--- config.mk ---
export PLATFORM = sky130hd
export DESIGN_NAME = usb_endpoint_mode_count_regs
export DESIGN_NICKNAME = d
export VERILOG_FILES = /design/src/rtl/usb_epregs_pkg.sv /design/src/rtl/usb_endpoint_mode_count_regs.sv
export VERILOG_INCLUDE_DIRS = /design/src /design/src/rtl
export SDC_FILE = /design/constraint.sdc
export NUM_CORES = 1
export LEC_CHECK = 0
export BUFFER_PORTS_ARGS = -buffer_cell sky130_fd_sc_hd__buf_2
export CORE_MARGIN = 5
export CORE_UTILIZATION = 55
export CTS_CLUSTER_DIAMETER = 80
export DETAILED_ROUTE_END_ITERATION = 12
export GPL_ROUTABILITY_DRIVEN = 0
export PLACE_DENSITY_LB_ADDON = 0.25
export SLEW_MARGIN = 20
export SYNTH_ARGS = -nofsm -noshare
export SYNTH_HDL_FRONTEND = slang
export SYNTH_SLANG_ARGS = --single-unit
--- constraint.sdc ---
create_clock -name clk_sys_i -period 5.8 [get_ports clk_sys_i]
set_input_delay 0.58 -clock clk_sys_i [delete_from_list [all_inputs] [get_ports clk_sys_i]]
set_output_delay 0.58 -clock clk_sys_i [all_outputs]
set_load 0.02 [all_outputs]
--- src/rtl/usb_epregs_defs.svh ---
`ifndef USB_EPREGS_DEFS_SVH
`define USB_EPREGS_DEFS_SVH

// Register indices; byte address is four times the index
`define EPR_IDX_COUNT_A 8'h11
`define EPR_IDX_MODE_EP0 8'h12
`define EPR_IDX_COUNT_B 8'h13
`define EPR_IDX_MODE_A 8'h14
`define EPR_IDX_COUNT_C 8'h15
`define EPR_IDX_MODE_B 8'h16
`define EPR_IDX_CONFIG 8'h1f
`define EPR_IDX_IRQ_FLAGS 8'h20
`define EPR_IDX_COUNT_D 8'h41
`define EPR_IDX_MODE_ALT_EP3 8'h42
`define EPR_IDX_COUNT_E 8'h43
`define EPR_IDX_MODE_C 8'h44

// Mode register fields
`define EPR_MODE_STALL_BIT 7
`define EPR_MODE_SETUP_BIT 7
`define EPR_MODE_IN_RX_BIT 6
`define EPR_MODE_OUT_RX_BIT 5
`define EPR_MODE_ACK_BIT 4
`define EPR_MODE_RESET 8'h00

// Counter register fields
`define EPR_CNT_TOGGLE_BIT 7
`define EPR_CNT_VALID_BIT 6
`define EPR_CNT_RESET 8'h00
`define EPR_CNT_CRC_BYTES 6'h02

// Mode encodings
`define EPR_MODE_NAK_INOUT 4'h1
`define EPR_MODE_NAK_OUT 4'h8
`define EPR_MODE_ACK_OUT 4'h9
`define EPR_MODE_ACK_OUT_STATUS_IN 4'hb
`define EPR_MODE_NAK_IN 4'hc
`define EPR_MODE_ACK_IN 4'hd
`define EPR_MODE_ACK_IN_STATUS_OUT 4'hf

// Endpoint configuration field (bits 7:6); bit 6 high means five endpoints
`define EPR_CFG_FIVE_EP_BIT 6
`define EPR_CFG_RESET 8'h00

`define EPR_RESP_OKAY 2'h0
`define EPR_RESP_SLVERR 2'h2

`endif

--- src/rtl/usb_epregs_pkg.sv ---
package usb_epregs_pkg;

    typedef enum logic [1:0] {
        token_out,
        token_in,
        token_setup
    } sie_token_type;

    typedef enum logic [2:0] {
        reg_none,
        reg_mode,
        reg_count,
        reg_config,
        reg_irq
    } reg_kind_type;

    typedef struct packed {
        reg_kind_type kind;
        logic [2:0] slot;
    } reg_sel_type;

endpackage

--- src/rtl/usb_endpoint_mode_count_regs.sv ---
// Contract
// RULE1 - Non-control mode: stall bit 7, reserved 6:5, ack 4, mode 3:0, reset zero.
// RULE2 - Engine sets ack flag when a transaction to the endpoint ends with ACK.
// RULE3 - Firmware writes zeros into the reserved mode bits.
// RULE4 - Stall bit stalls OUT in ack-in mode and IN in ack-out mode.
// RULE5 - Firmware keeps stall bit clear in all other modes.
// RULE6 - Five counters: toggle bit 7, data valid bit 6, count 5:0, reset zero.
// RULE7 - In five-endpoint configuration endpoint_mode_alt_ep3 is non-control endpoint 3.
// RULE8 - Firmware loads IN byte count with 0 to 32.
// RULE9 - After OUT or SETUP hardware writes received bytes plus two CRC bytes.
// RULE10 - Good CRC sets data valid; bad CRC clears it but still interrupts.
// RULE11 - Toggle 0 is DATA0, 1 is DATA1; hardware writes received toggle.
// RULE12 - Endpoint 0 counter locks after SETUP or OUT until CPU read.
// RULE13 - SETUP forces setup bit high until control write data phase ends.
// RULE14 - Read unlocks endpoint 0 registers only after the UPDATE point.
// RULE15 - At UPDATE all mode bits but setup bit and all counter bits rewrite; code rewrites the counter only after OUT or SETUP, never after IN.
// RULE16 - Endpoint interrupt flag sets at UPDATE, not earlier.
// RULE17 - At UPDATE endpoint 0 mode and counter registers become locked; code locks the counter only at an OUT or SETUP update.
// RULE18 - Firmware reads endpoint 0 registers in its service routine to unlock.
// RULE19 - Ack-out-status-in exists, no ack-out-nak-in; next SETUP may overwrite data.
// RULE20 - Ack-out 1001 and ack-in 1101 become 1000 and 1100 after ACK.
// RULE21 - CPU write to a locked endpoint 0 register is discarded entirely.
`timescale 1ns/100ps
`include "usb_epregs_defs.svh"

module usb_endpoint_mode_count_regs #(
    parameter int NUM_EP = 5
) (
    input wire logic clk_sys_i,
    input wire logic rst_i,
    input wire logic ce_i,
    input wire logic [9:0] s_axi_awaddr_i,
    input wire logic s_axi_awvalid_i,
    output logic s_axi_awready_o,
    input wire logic [31:0] s_axi_wdata_i,
    input wire logic [3:0] s_axi_wstrb_i,
    input wire logic s_axi_wvalid_i,
    output logic s_axi_wready_o,
    output logic [1:0] s_axi_bresp_o,
    output logic s_axi_bvalid_o,
    input wire logic s_axi_bready_i,
    input wire logic [9:0] s_axi_araddr_i,
    input wire logic s_axi_arvalid_i,
    output logic s_axi_arready_o,
    output logic [31:0] s_axi_rdata_o,
    output logic [1:0] s_axi_rresp_o,
    output logic s_axi_rvalid_o,
    input wire logic s_axi_rready_i,
    input wire logic sie_setup_i,
    input wire logic sie_data_end_i,
    input wire logic sie_update_i,
    input wire logic [2:0] sie_ep_i,
    input wire usb_epregs_pkg::sie_token_type sie_token_i,
    input wire logic sie_ack_i,
    input wire logic sie_crc_ok_i,
    input wire logic [5:0] sie_rx_bytes_i,
    input wire logic sie_rx_toggle_i,
    input wire logic sie_irq_i,
    output logic [8*NUM_EP-1:0] ep_mode_o,
    output logic [8*NUM_EP-1:0] ep_count_o,
    output logic [NUM_EP-1:0] stall_in_o,
    output logic [NUM_EP-1:0] stall_out_o,
    output logic [NUM_EP-1:0] ep_irq_flag_o,
    output logic five_ep_o
);

    logic [7:0] mode_q [NUM_EP];
    logic [7:0] count_q [NUM_EP];
    logic [7:0] cfg_q;
    logic [NUM_EP-1:0] irq_q;
    logic [NUM_EP-1:0] mode_lock_q;
    logic [NUM_EP-1:0] count_lock_q;
    logic [NUM_EP-1:0] setup_force_q;
    logic [NUM_EP-1:0] update_pending_q;
    logic awready_q;
    logic wready_q;
    logic bvalid_q;
    logic [1:0] bresp_q;
    logic arready_q;
    logic rvalid_q;
    logic [31:0] rdata_q;
    logic [1:0] rresp_q;
    logic aw_held_q;
    logic w_held_q;
    logic [9:0] awaddr_q;
    logic [7:0] wdata_q;
    logic wstrb0_q;

    // Decode a byte address into register kind and endpoint slot
    function automatic usb_epregs_pkg::reg_sel_type decode(input logic [9:0] addr);
        usb_epregs_pkg::reg_sel_type sel;
        sel.kind = usb_epregs_pkg::reg_none;
        sel.slot = 3'h0;
        if (addr[1:0] == 2'h0)
        begin
            unique case (addr[9:2])
                `EPR_IDX_COUNT_A: sel = '{usb_epregs_pkg::reg_count, 3'h0};
                `EPR_IDX_COUNT_B: sel = '{usb_epregs_pkg::reg_count, 3'h1};
                `EPR_IDX_COUNT_C: sel = '{usb_epregs_pkg::reg_count, 3'h2};
                `EPR_IDX_COUNT_D: sel = '{usb_epregs_pkg::reg_count, 3'h3};
                `EPR_IDX_COUNT_E: sel = '{usb_epregs_pkg::reg_count, 3'h4};
                `EPR_IDX_MODE_EP0: sel = '{usb_epregs_pkg::reg_mode, 3'h0};
                `EPR_IDX_MODE_A: sel = '{usb_epregs_pkg::reg_mode, 3'h1};
                `EPR_IDX_MODE_B: sel = '{usb_epregs_pkg::reg_mode, 3'h2};
                `EPR_IDX_MODE_ALT_EP3: sel = '{usb_epregs_pkg::reg_mode, 3'h3};
                `EPR_IDX_MODE_C: sel = '{usb_epregs_pkg::reg_mode, 3'h4};
                `EPR_IDX_CONFIG: sel = '{usb_epregs_pkg::reg_config, 3'h0};
                `EPR_IDX_IRQ_FLAGS: sel = '{usb_epregs_pkg::reg_irq, 3'h0};
                default: sel.kind = usb_epregs_pkg::reg_none;
            endcase
        end
        return sel;
    endfunction

    // Slot 0 is always control; slot 3 only outside five-endpoint operation
    function automatic logic is_control(input logic [2:0] slot, input logic five);
        return (slot == 3'h0) || ((slot == 3'h3) && !five); // see RULE7
    endfunction

    logic five_ep;
    logic do_write;
    logic do_read;
    usb_epregs_pkg::reg_sel_type wsel;
    usb_epregs_pkg::reg_sel_type rsel;
    logic rx_token;

    assign five_ep = cfg_q[`EPR_CFG_FIVE_EP_BIT];
    assign do_write = aw_held_q && w_held_q && !bvalid_q;
    assign do_read = s_axi_arvalid_i && arready_q;
    assign wsel = decode(awaddr_q);
    assign rsel = decode(s_axi_araddr_i);
    assign rx_token = (sie_token_i == usb_epregs_pkg::token_out)
        || (sie_token_i == usb_epregs_pkg::token_setup);

    // Write address and data are taken independently, in either order
    always_ff @(posedge clk_sys_i)
    begin
        if (rst_i)
        begin
            awready_q <= 1'b1;
            wready_q <= 1'b1;
            aw_held_q <= 1'b0;
            w_held_q <= 1'b0;
            awaddr_q <= 10'h000;
            wdata_q <= 8'h00;
            wstrb0_q <= 1'b0;
            bvalid_q <= 1'b0;
            bresp_q <= `EPR_RESP_OKAY;
        end
        else if (ce_i)
        begin
            if (s_axi_awvalid_i && awready_q)
            begin
                awaddr_q <= s_axi_awaddr_i;
                aw_held_q <= 1'b1;
                awready_q <= 1'b0;
            end
            if (s_axi_wvalid_i && wready_q)
            begin
                wdata_q <= s_axi_wdata_i[7:0];
                wstrb0_q <= s_axi_wstrb_i[0];
                w_held_q <= 1'b1;
                wready_q <= 1'b0;
            end
            if (do_write)
            begin
                bvalid_q <= 1'b1;
                bresp_q <= (wsel.kind == usb_epregs_pkg::reg_none)
                    ? `EPR_RESP_SLVERR : `EPR_RESP_OKAY;
            end
            if (bvalid_q && s_axi_bready_i)
            begin
                bvalid_q <= 1'b0;
                aw_held_q <= 1'b0;
                w_held_q <= 1'b0;
                awready_q <= 1'b1;
                wready_q <= 1'b1;
            end
        end
    end

    // Read data is captured at the address handshake, so side effects occur there
    always_ff @(posedge clk_sys_i)
    begin
        if (rst_i)
        begin
            arready_q <= 1'b1;
            rvalid_q <= 1'b0;
            rdata_q <= 32'h0000_0000;
            rresp_q <= `EPR_RESP_OKAY;
        end
        else if (ce_i)
        begin
            if (do_read)
            begin
                arready_q <= 1'b0;
                rvalid_q <= 1'b1;
                rresp_q <= `EPR_RESP_OKAY;
                unique case (rsel.kind)
                    usb_epregs_pkg::reg_mode: rdata_q <= {24'h000000, mode_q[rsel.slot]};
                    usb_epregs_pkg::reg_count: rdata_q <= {24'h000000, count_q[rsel.slot]};
                    usb_epregs_pkg::reg_config: rdata_q <= {24'h000000, cfg_q};
                    usb_epregs_pkg::reg_irq: rdata_q <= {27'h0000000, irq_q};
                    usb_epregs_pkg::reg_none:
                    begin
                        rdata_q <= 32'h0000_0000;
                        rresp_q <= `EPR_RESP_SLVERR;
                    end
                    default: rdata_q <= 32'h0000_0000;
                endcase
            end
            else if (rvalid_q && s_axi_rready_i)
            begin
                rvalid_q <= 1'b0;
                arready_q <= 1'b1;
            end
        end
    end

    always_ff @(posedge clk_sys_i)
    begin
        if (rst_i)
        begin
            cfg_q <= `EPR_CFG_RESET;
        end
        else if (ce_i && do_write && wstrb0_q && wsel.kind == usb_epregs_pkg::reg_config)
        begin
            cfg_q <= {wdata_q[7:6], 6'h00};
        end
    end

    // Mode registers: engine update wins over a CPU write in the same cycle
    always_ff @(posedge clk_sys_i)
    begin
        if (rst_i)
        begin
            for (int e = 0; e < NUM_EP; e++)
            begin
                mode_q[e] <= `EPR_MODE_RESET; // see RULE1
            end
        end
        else if (ce_i)
        begin
            for (int e = 0; e < NUM_EP; e++)
            begin
                if (sie_update_i && sie_ep_i == 3'(e))
                begin
                    // Setup bit and stall/reserved bits of other slots are carried over
                    if (sie_token_i == usb_epregs_pkg::token_setup)
                    begin
                        mode_q[e][3:0] <= `EPR_MODE_NAK_INOUT; // see RULE15 RULE19
                    end
                    else if (sie_ack_i && mode_q[e][3] && mode_q[e][0])
                    begin
                        // 1001, 1011, 1101, 1111 fall back to their NAK forms
                        mode_q[e][3:0] <= {mode_q[e][3:1], 1'b0}; // see RULE20
                    end
                    if (sie_ack_i)
                    begin
                        mode_q[e][`EPR_MODE_ACK_BIT] <= 1'b1; // see RULE2
                    end
                    if (is_control(3'(e), five_ep))
                    begin
                        mode_q[e][`EPR_MODE_IN_RX_BIT] <= sie_token_i == usb_epregs_pkg::token_in;
                        mode_q[e][`EPR_MODE_OUT_RX_BIT] <=
                            sie_token_i == usb_epregs_pkg::token_out; // see RULE15
                    end
                end
                else if (do_write && wstrb0_q && wsel.kind == usb_epregs_pkg::reg_mode
                    && wsel.slot == 3'(e) && !mode_lock_q[e]) // see RULE21
                begin
                    if (is_control(3'(e), five_ep))
                    begin
                        mode_q[e][6:0] <= wdata_q[6:0];
                    end
                    else
                    begin
                        // Reserved bits stored as written; firmware keeps them zero
                        mode_q[e] <= wdata_q; // see RULE3
                    end
                end
                if (is_control(3'(e), five_ep))
                begin
                    if (sie_setup_i && sie_ep_i == 3'(e))
                    begin
                        mode_q[e][`EPR_MODE_SETUP_BIT] <= 1'b1; // see RULE13
                    end
                    else if (do_write && wstrb0_q && wsel.kind == usb_epregs_pkg::reg_mode
                        && wsel.slot == 3'(e) && !mode_lock_q[e] && !setup_force_q[e])
                    begin
                        // A CPU write while unlocked and outside the setup force window clears the setup bit, never sets it
                        mode_q[e][`EPR_MODE_SETUP_BIT] <= 1'b0; // see RULE13
                    end
                end
            end
        end
    end

    // Counter registers
    always_ff @(posedge clk_sys_i)
    begin
        if (rst_i)
        begin
            for (int e = 0; e < NUM_EP; e++)
            begin
                count_q[e] <= `EPR_CNT_RESET; // see RULE6
            end
        end
        else if (ce_i)
        begin
            for (int e = 0; e < NUM_EP; e++)
            begin
                if (sie_update_i && sie_ep_i == 3'(e) && rx_token)
                begin
                    count_q[e][`EPR_CNT_TOGGLE_BIT] <= sie_rx_toggle_i; // see RULE11
                    count_q[e][`EPR_CNT_VALID_BIT] <= sie_crc_ok_i; // see RULE10
                    count_q[e][5:0] <= sie_rx_bytes_i + `EPR_CNT_CRC_BYTES; // see RULE9
                end
                else if (do_write && wstrb0_q && wsel.kind == usb_epregs_pkg::reg_count
                    && wsel.slot == 3'(e) && !count_lock_q[e]) // see RULE21
                begin
                    // Firmware sets toggle and IN count directly
                    count_q[e] <= wdata_q; // see RULE11
                end
            end
        end
    end

    // Locks: the lock set by an update wins over a read in the same cycle
    always_ff @(posedge clk_sys_i)
    begin
        if (rst_i)
        begin
            mode_lock_q <= '0;
            count_lock_q <= '0;
            update_pending_q <= '0;
        end
        else if (ce_i)
        begin
            for (int e = 0; e < NUM_EP; e++)
            begin
                if (sie_update_i && sie_ep_i == 3'(e))
                begin
                    update_pending_q[e] <= 1'b0;
                end
                else if (sie_setup_i && sie_ep_i == 3'(e) && is_control(3'(e), five_ep))
                begin
                    update_pending_q[e] <= 1'b1;
                end
                if (sie_update_i && sie_ep_i == 3'(e) && is_control(3'(e), five_ep))
                begin
                    mode_lock_q[e] <= 1'b1; // see RULE17
                end
                else if (do_read && rsel.kind == usb_epregs_pkg::reg_mode
                    && rsel.slot == 3'(e) && !update_pending_q[e])
                begin
                    mode_lock_q[e] <= 1'b0; // see RULE14
                end
                if (sie_update_i && sie_ep_i == 3'(e) && rx_token
                    && is_control(3'(e), five_ep))
                begin
                    count_lock_q[e] <= 1'b1; // see RULE12
                end
                else if (do_read && rsel.kind == usb_epregs_pkg::reg_count
                    && rsel.slot == 3'(e) && !update_pending_q[e])
                begin
                    count_lock_q[e] <= 1'b0; // see RULE14
                end
            end
        end
    end

    // Setup bit held against clears until the control write data phase ends
    always_ff @(posedge clk_sys_i)
    begin
        if (rst_i)
        begin
            setup_force_q <= '0;
        end
        else if (ce_i)
        begin
            for (int e = 0; e < NUM_EP; e++)
            begin
                if (sie_setup_i && sie_ep_i == 3'(e) && is_control(3'(e), five_ep))
                begin
                    setup_force_q[e] <= 1'b1; // see RULE13
                end
                else if (sie_data_end_i)
                begin
                    setup_force_q[e] <= 1'b0;
                end
            end
        end
    end

    // Endpoint interrupt flags, write one to clear; a new event wins
    always_ff @(posedge clk_sys_i)
    begin
        if (rst_i)
        begin
            irq_q <= '0;
        end
        else if (ce_i)
        begin
            for (int e = 0; e < NUM_EP; e++)
            begin
                if (sie_update_i && sie_ep_i == 3'(e)
                    && (sie_irq_i || (rx_token && !sie_crc_ok_i)))
                begin
                    irq_q[e] <= 1'b1; // see RULE16
                end
                else if (do_write && wstrb0_q && wsel.kind == usb_epregs_pkg::reg_irq
                    && wdata_q[e])
                begin
                    irq_q[e] <= 1'b0;
                end
            end
        end
    end

    // Stall answers are registered, one cycle behind the mode registers
    always_ff @(posedge clk_sys_i)
    begin
        if (rst_i)
        begin
            stall_in_o <= '0;
            stall_out_o <= '0;
        end
        else if (ce_i)
        begin
            for (int e = 0; e < NUM_EP; e++)
            begin
                stall_in_o[e] <= !is_control(3'(e), five_ep) && mode_q[e][`EPR_MODE_STALL_BIT]
                    && mode_q[e][3:0] == `EPR_MODE_ACK_OUT; // see RULE4
                stall_out_o[e] <= !is_control(3'(e), five_ep) && mode_q[e][`EPR_MODE_STALL_BIT]
                    && mode_q[e][3:0] == `EPR_MODE_ACK_IN; // see RULE4
            end
        end
    end

    always_comb
    begin
        for (int e = 0; e < NUM_EP; e++)
        begin
            ep_mode_o[8*e +: 8] = mode_q[e];
            ep_count_o[8*e +: 8] = count_q[e];
        end
    end

    assign ep_irq_flag_o = irq_q;
    assign five_ep_o = five_ep;
    assign s_axi_awready_o = awready_q;
    assign s_axi_wready_o = wready_q;
    assign s_axi_bvalid_o = bvalid_q;
    assign s_axi_bresp_o = bresp_q;
    assign s_axi_arready_o = arready_q;
    assign s_axi_rvalid_o = rvalid_q;
    assign s_axi_rdata_o = rdata_q;
    assign s_axi_rresp_o = rresp_q;

endmodule // usb_endpoint_mode_count_regs

==> results.cfg <==
[logic_synthesis]
ys_seq_area_share_pct = 44.49
ys.flop_type = edfxtp_1
synth-edff-count = 80
synth_warnings = 0
ys_async_sr_fraction_pct = 0
synth.area.top_cells = edfxtp_1 30%, dfxtp_1 15%, mux2i_1 7.3%
syn_area_per_cell_um2 = 8.959
synth_seq_cells = 139
yosys.area_share.simple_pct = 24.59
synth-xor-area-share_pct = 0.5437
synth_compound_area_share_pct = 15.66
post-synth-top-area-cell = edfxtp_1
synth_cell_types = 75
syn_inst = 899
synth_top_area_share_pct = 29.83
syn-cell-area_mm2 = 0.008054
synth.most_common_cell = nand2_1
muxShareOfSynthArea_pct = 7.472
synth_fa_ha_area_share_pct = 0.2796
synth_top_family_by_area = simple AND/OR/NAND/NOR gates
yosys-top-cells-count = 116 x nand2_1, 106 x nor2_1, 80 x edfxtp_1

[flow_run]
cap_violations = 0

[global_routing]
first_global_vias = 7008
grt_start_max_net_pins = 69
grt_overflow_total = 0
grt_pass1_wl_um = 37920
grt_antenna_before_repair = 0
grt_use_total_pct = 29.52

[critical_path]
timing.rr.end = count_q[4][7]
critPathArrivalTime_ns = 3.89
crit_chain = buf_2, nor2b_1, nand3_1, or3_4, or4_1, and4b_2, a211oi_1
cp-startpoint = ce_i
criticalPathCategory = primary input to flip-flop
cpLargestDelayFamily = simple AND/OR/NAND/NOR gates
slowest_delay_ns = 0.80
path_depth = 7
worst-path-buf-inv = 1
path_max_fanout = 33
critPathSlowestCell = or4_1
cp-end-kind = flip-flop
worstReg2RegStart = awaddr_q[8]
regToRegSetupSlack_ns = 2.17
r2r_cells = 7
cp.required_ns = 6.05
cp-start-kind = primary input
setup.worst_path.end = count_q[3][1]

[pwr]
power_density_mw_per_mm2 = 256.2
peakVddDrop_v = 0.0002205
total_power_mw = 2.388
clock_power_share_pct = 40.7
switchingPower_mw = 0.6468
swShare_pct = 27.09
seq_power_share_pct = 47.4
power.leakage_nw = 3.895
power_frac_comb_pct = 11.9
internal_power_mw = 1.741

[clocking]
cts_buffers = 17
clockBufferDepth = 2
ctsHoldBuffers = 0
h-tree-depth = 4
cts_tree = built
cts_setup_buffers = 0
cts-root-buf = clkbuf_16
cts_resized = 0
clkSinkCount = 139
clk_latency_ns = 0.43
path_clk_slew_ns = 0.06

[layout]
fin_nets = 1112
drive_gt1_share_pct = 21.50
fillCellCount = 1271
fin_cells = 1226
syn2layout_area_growth_pct = 15.74
n_antenna_cell = 0

[place]
dp_cells = 1194
dp_hpwl_um = 18820
pre_cts_ws_ns = 1.784
io_buffers = 163

[hold_path]
min_path_type = primary input to flip-flop
whs_path_depth = 3

[sta]
period_needed_ns = 3.641
tns_ns = 0
clock_skew_ns = 0.009116
setup_viol = 0
finalCritPeriodShare_pct = 62.77
report.final.slew_viol_count = 0
rsz0062_at_grt = no
slew-limit-headroom_pct = 25.36
tightest_slew_ns = 1.111
setup_slack_ns = 2.159
hold_viol = 0
clock.fmax_mhz = 274.7
whs_ns = 0.3870

[drt]
drt_iter0_markers = 911
via_count = 7478
vias_per_cell = 6.100
ant_nets = 0
routedWlPerCell_um = 20.80
drcViolationCount = 0
wirelength_um = 25500
firstDrtPassIters = 6

[die]
placementRows = 44
start_util_pct = 55.84
core-area_mm2 = 0.01442
die-height_um = 131.0
die_w_um = 131.0
ioPinCount = 219
dieArea_mm2 = 0.01716

[run_status]
outcome = finished clean
-- cell type report --
cell class	count	area (µm²)	share of cell area (%)
clock buffer	21	461.7	4.953
clock inverter	11	68.82	0.7383
inverter	20	75.07	0.8054
multi-input combinational	680	4026	43.19
sequential	139	3583	38.44
tap	184	230.2	2.470
timing repair buffer	171	875.8	9.396
-- worst min-delay path, stage by stage --
cell and delay, ns:
buf_2 0.10, nand2_1 0.05, a21oi_1 0.05
-- flip-flops by register name, summed over array words and instances, names as in the netlist, 2 cells and up --
register          flops
awaddr_q             10
count_q              40
stall_in_o            4
cfg_q                 2
setup_force_q         2
wdata_q               8
stall_out_o           4
s_axi_rdata_o         8
update_pending_q      2
ep_irq_flag_o         5
mode_lock_q           2
count_lock_q          2
mode_q               40
-- power by group through the flow --
stage	logic (mW)	registers, mW	clock network (mW)
after floorplan	0.168	1.17	0
after global placement	0.275	1.15	0
after detailed placement	0.280	1.15	0
after CTS	0.281	1.13	0.975
after global routing	0.309	1.13	1.02
final	0.284	1.13	0.972
-- per-stage QoR --
step / instance area [µm²] / utilization [%]
finish: 9321 / 64.63
global route: 9321 / 64.63
CTS: 9315 / 64.58
detailed placement: 8785 / 60.90
global placement: 8783 / 60.90
floorplan: 8155 / -
-- placed cells by master, fill, tap and decap left out, types with 25 or more instances in the layout --
cell type,n
a21oi_1,64
buf_2,163
conb_1,28
dfxtp_1,59
edfxtp_1,80
mux2i_1,59
nand2_1,116
nand3_1,25
nor2_1,106
o21ai_0,37
-- metal layers --
metal	routed length (µm)	GRT usage, %	up-vias	part of all wire [%]
met3	3377	8.943	52	13
met5	0	0	-	0
met1	9817	39.31	3503	39
met4	735	11.86	0	2.9
li1	-	-	3445	-
met2	11570	45.13	478	45
-- cells by family (layout without fill, tap and decap cells) --
family	count (synthesis)	in the layout
other	1	28
buffers and inverters	107	223
DFF	139	139
and+or+nand+nor	390	390
muxes	60	60
xor gates and xnor gates	5	5
AOI/OAI and AO/OA	195	195
adders and majority gates	2	2
-- how the worst min path moves through the flow --
| stage | endpoint | from |
|---|---|---|
| finish | wdata_q[3] | s_axi_wdata_i[3] |
| global route | wdata_q[2] | s_axi_wdata_i[2] |
| CTS | wdata_q[3] | s_axi_wdata_i[3] |
| detailed placement | aw_held_q | aw_held_q |
| global placement | aw_held_q | aw_held_q |
| floorplan | aw_held_q | aw_held_q |
(Power assumes the default switching activity.)
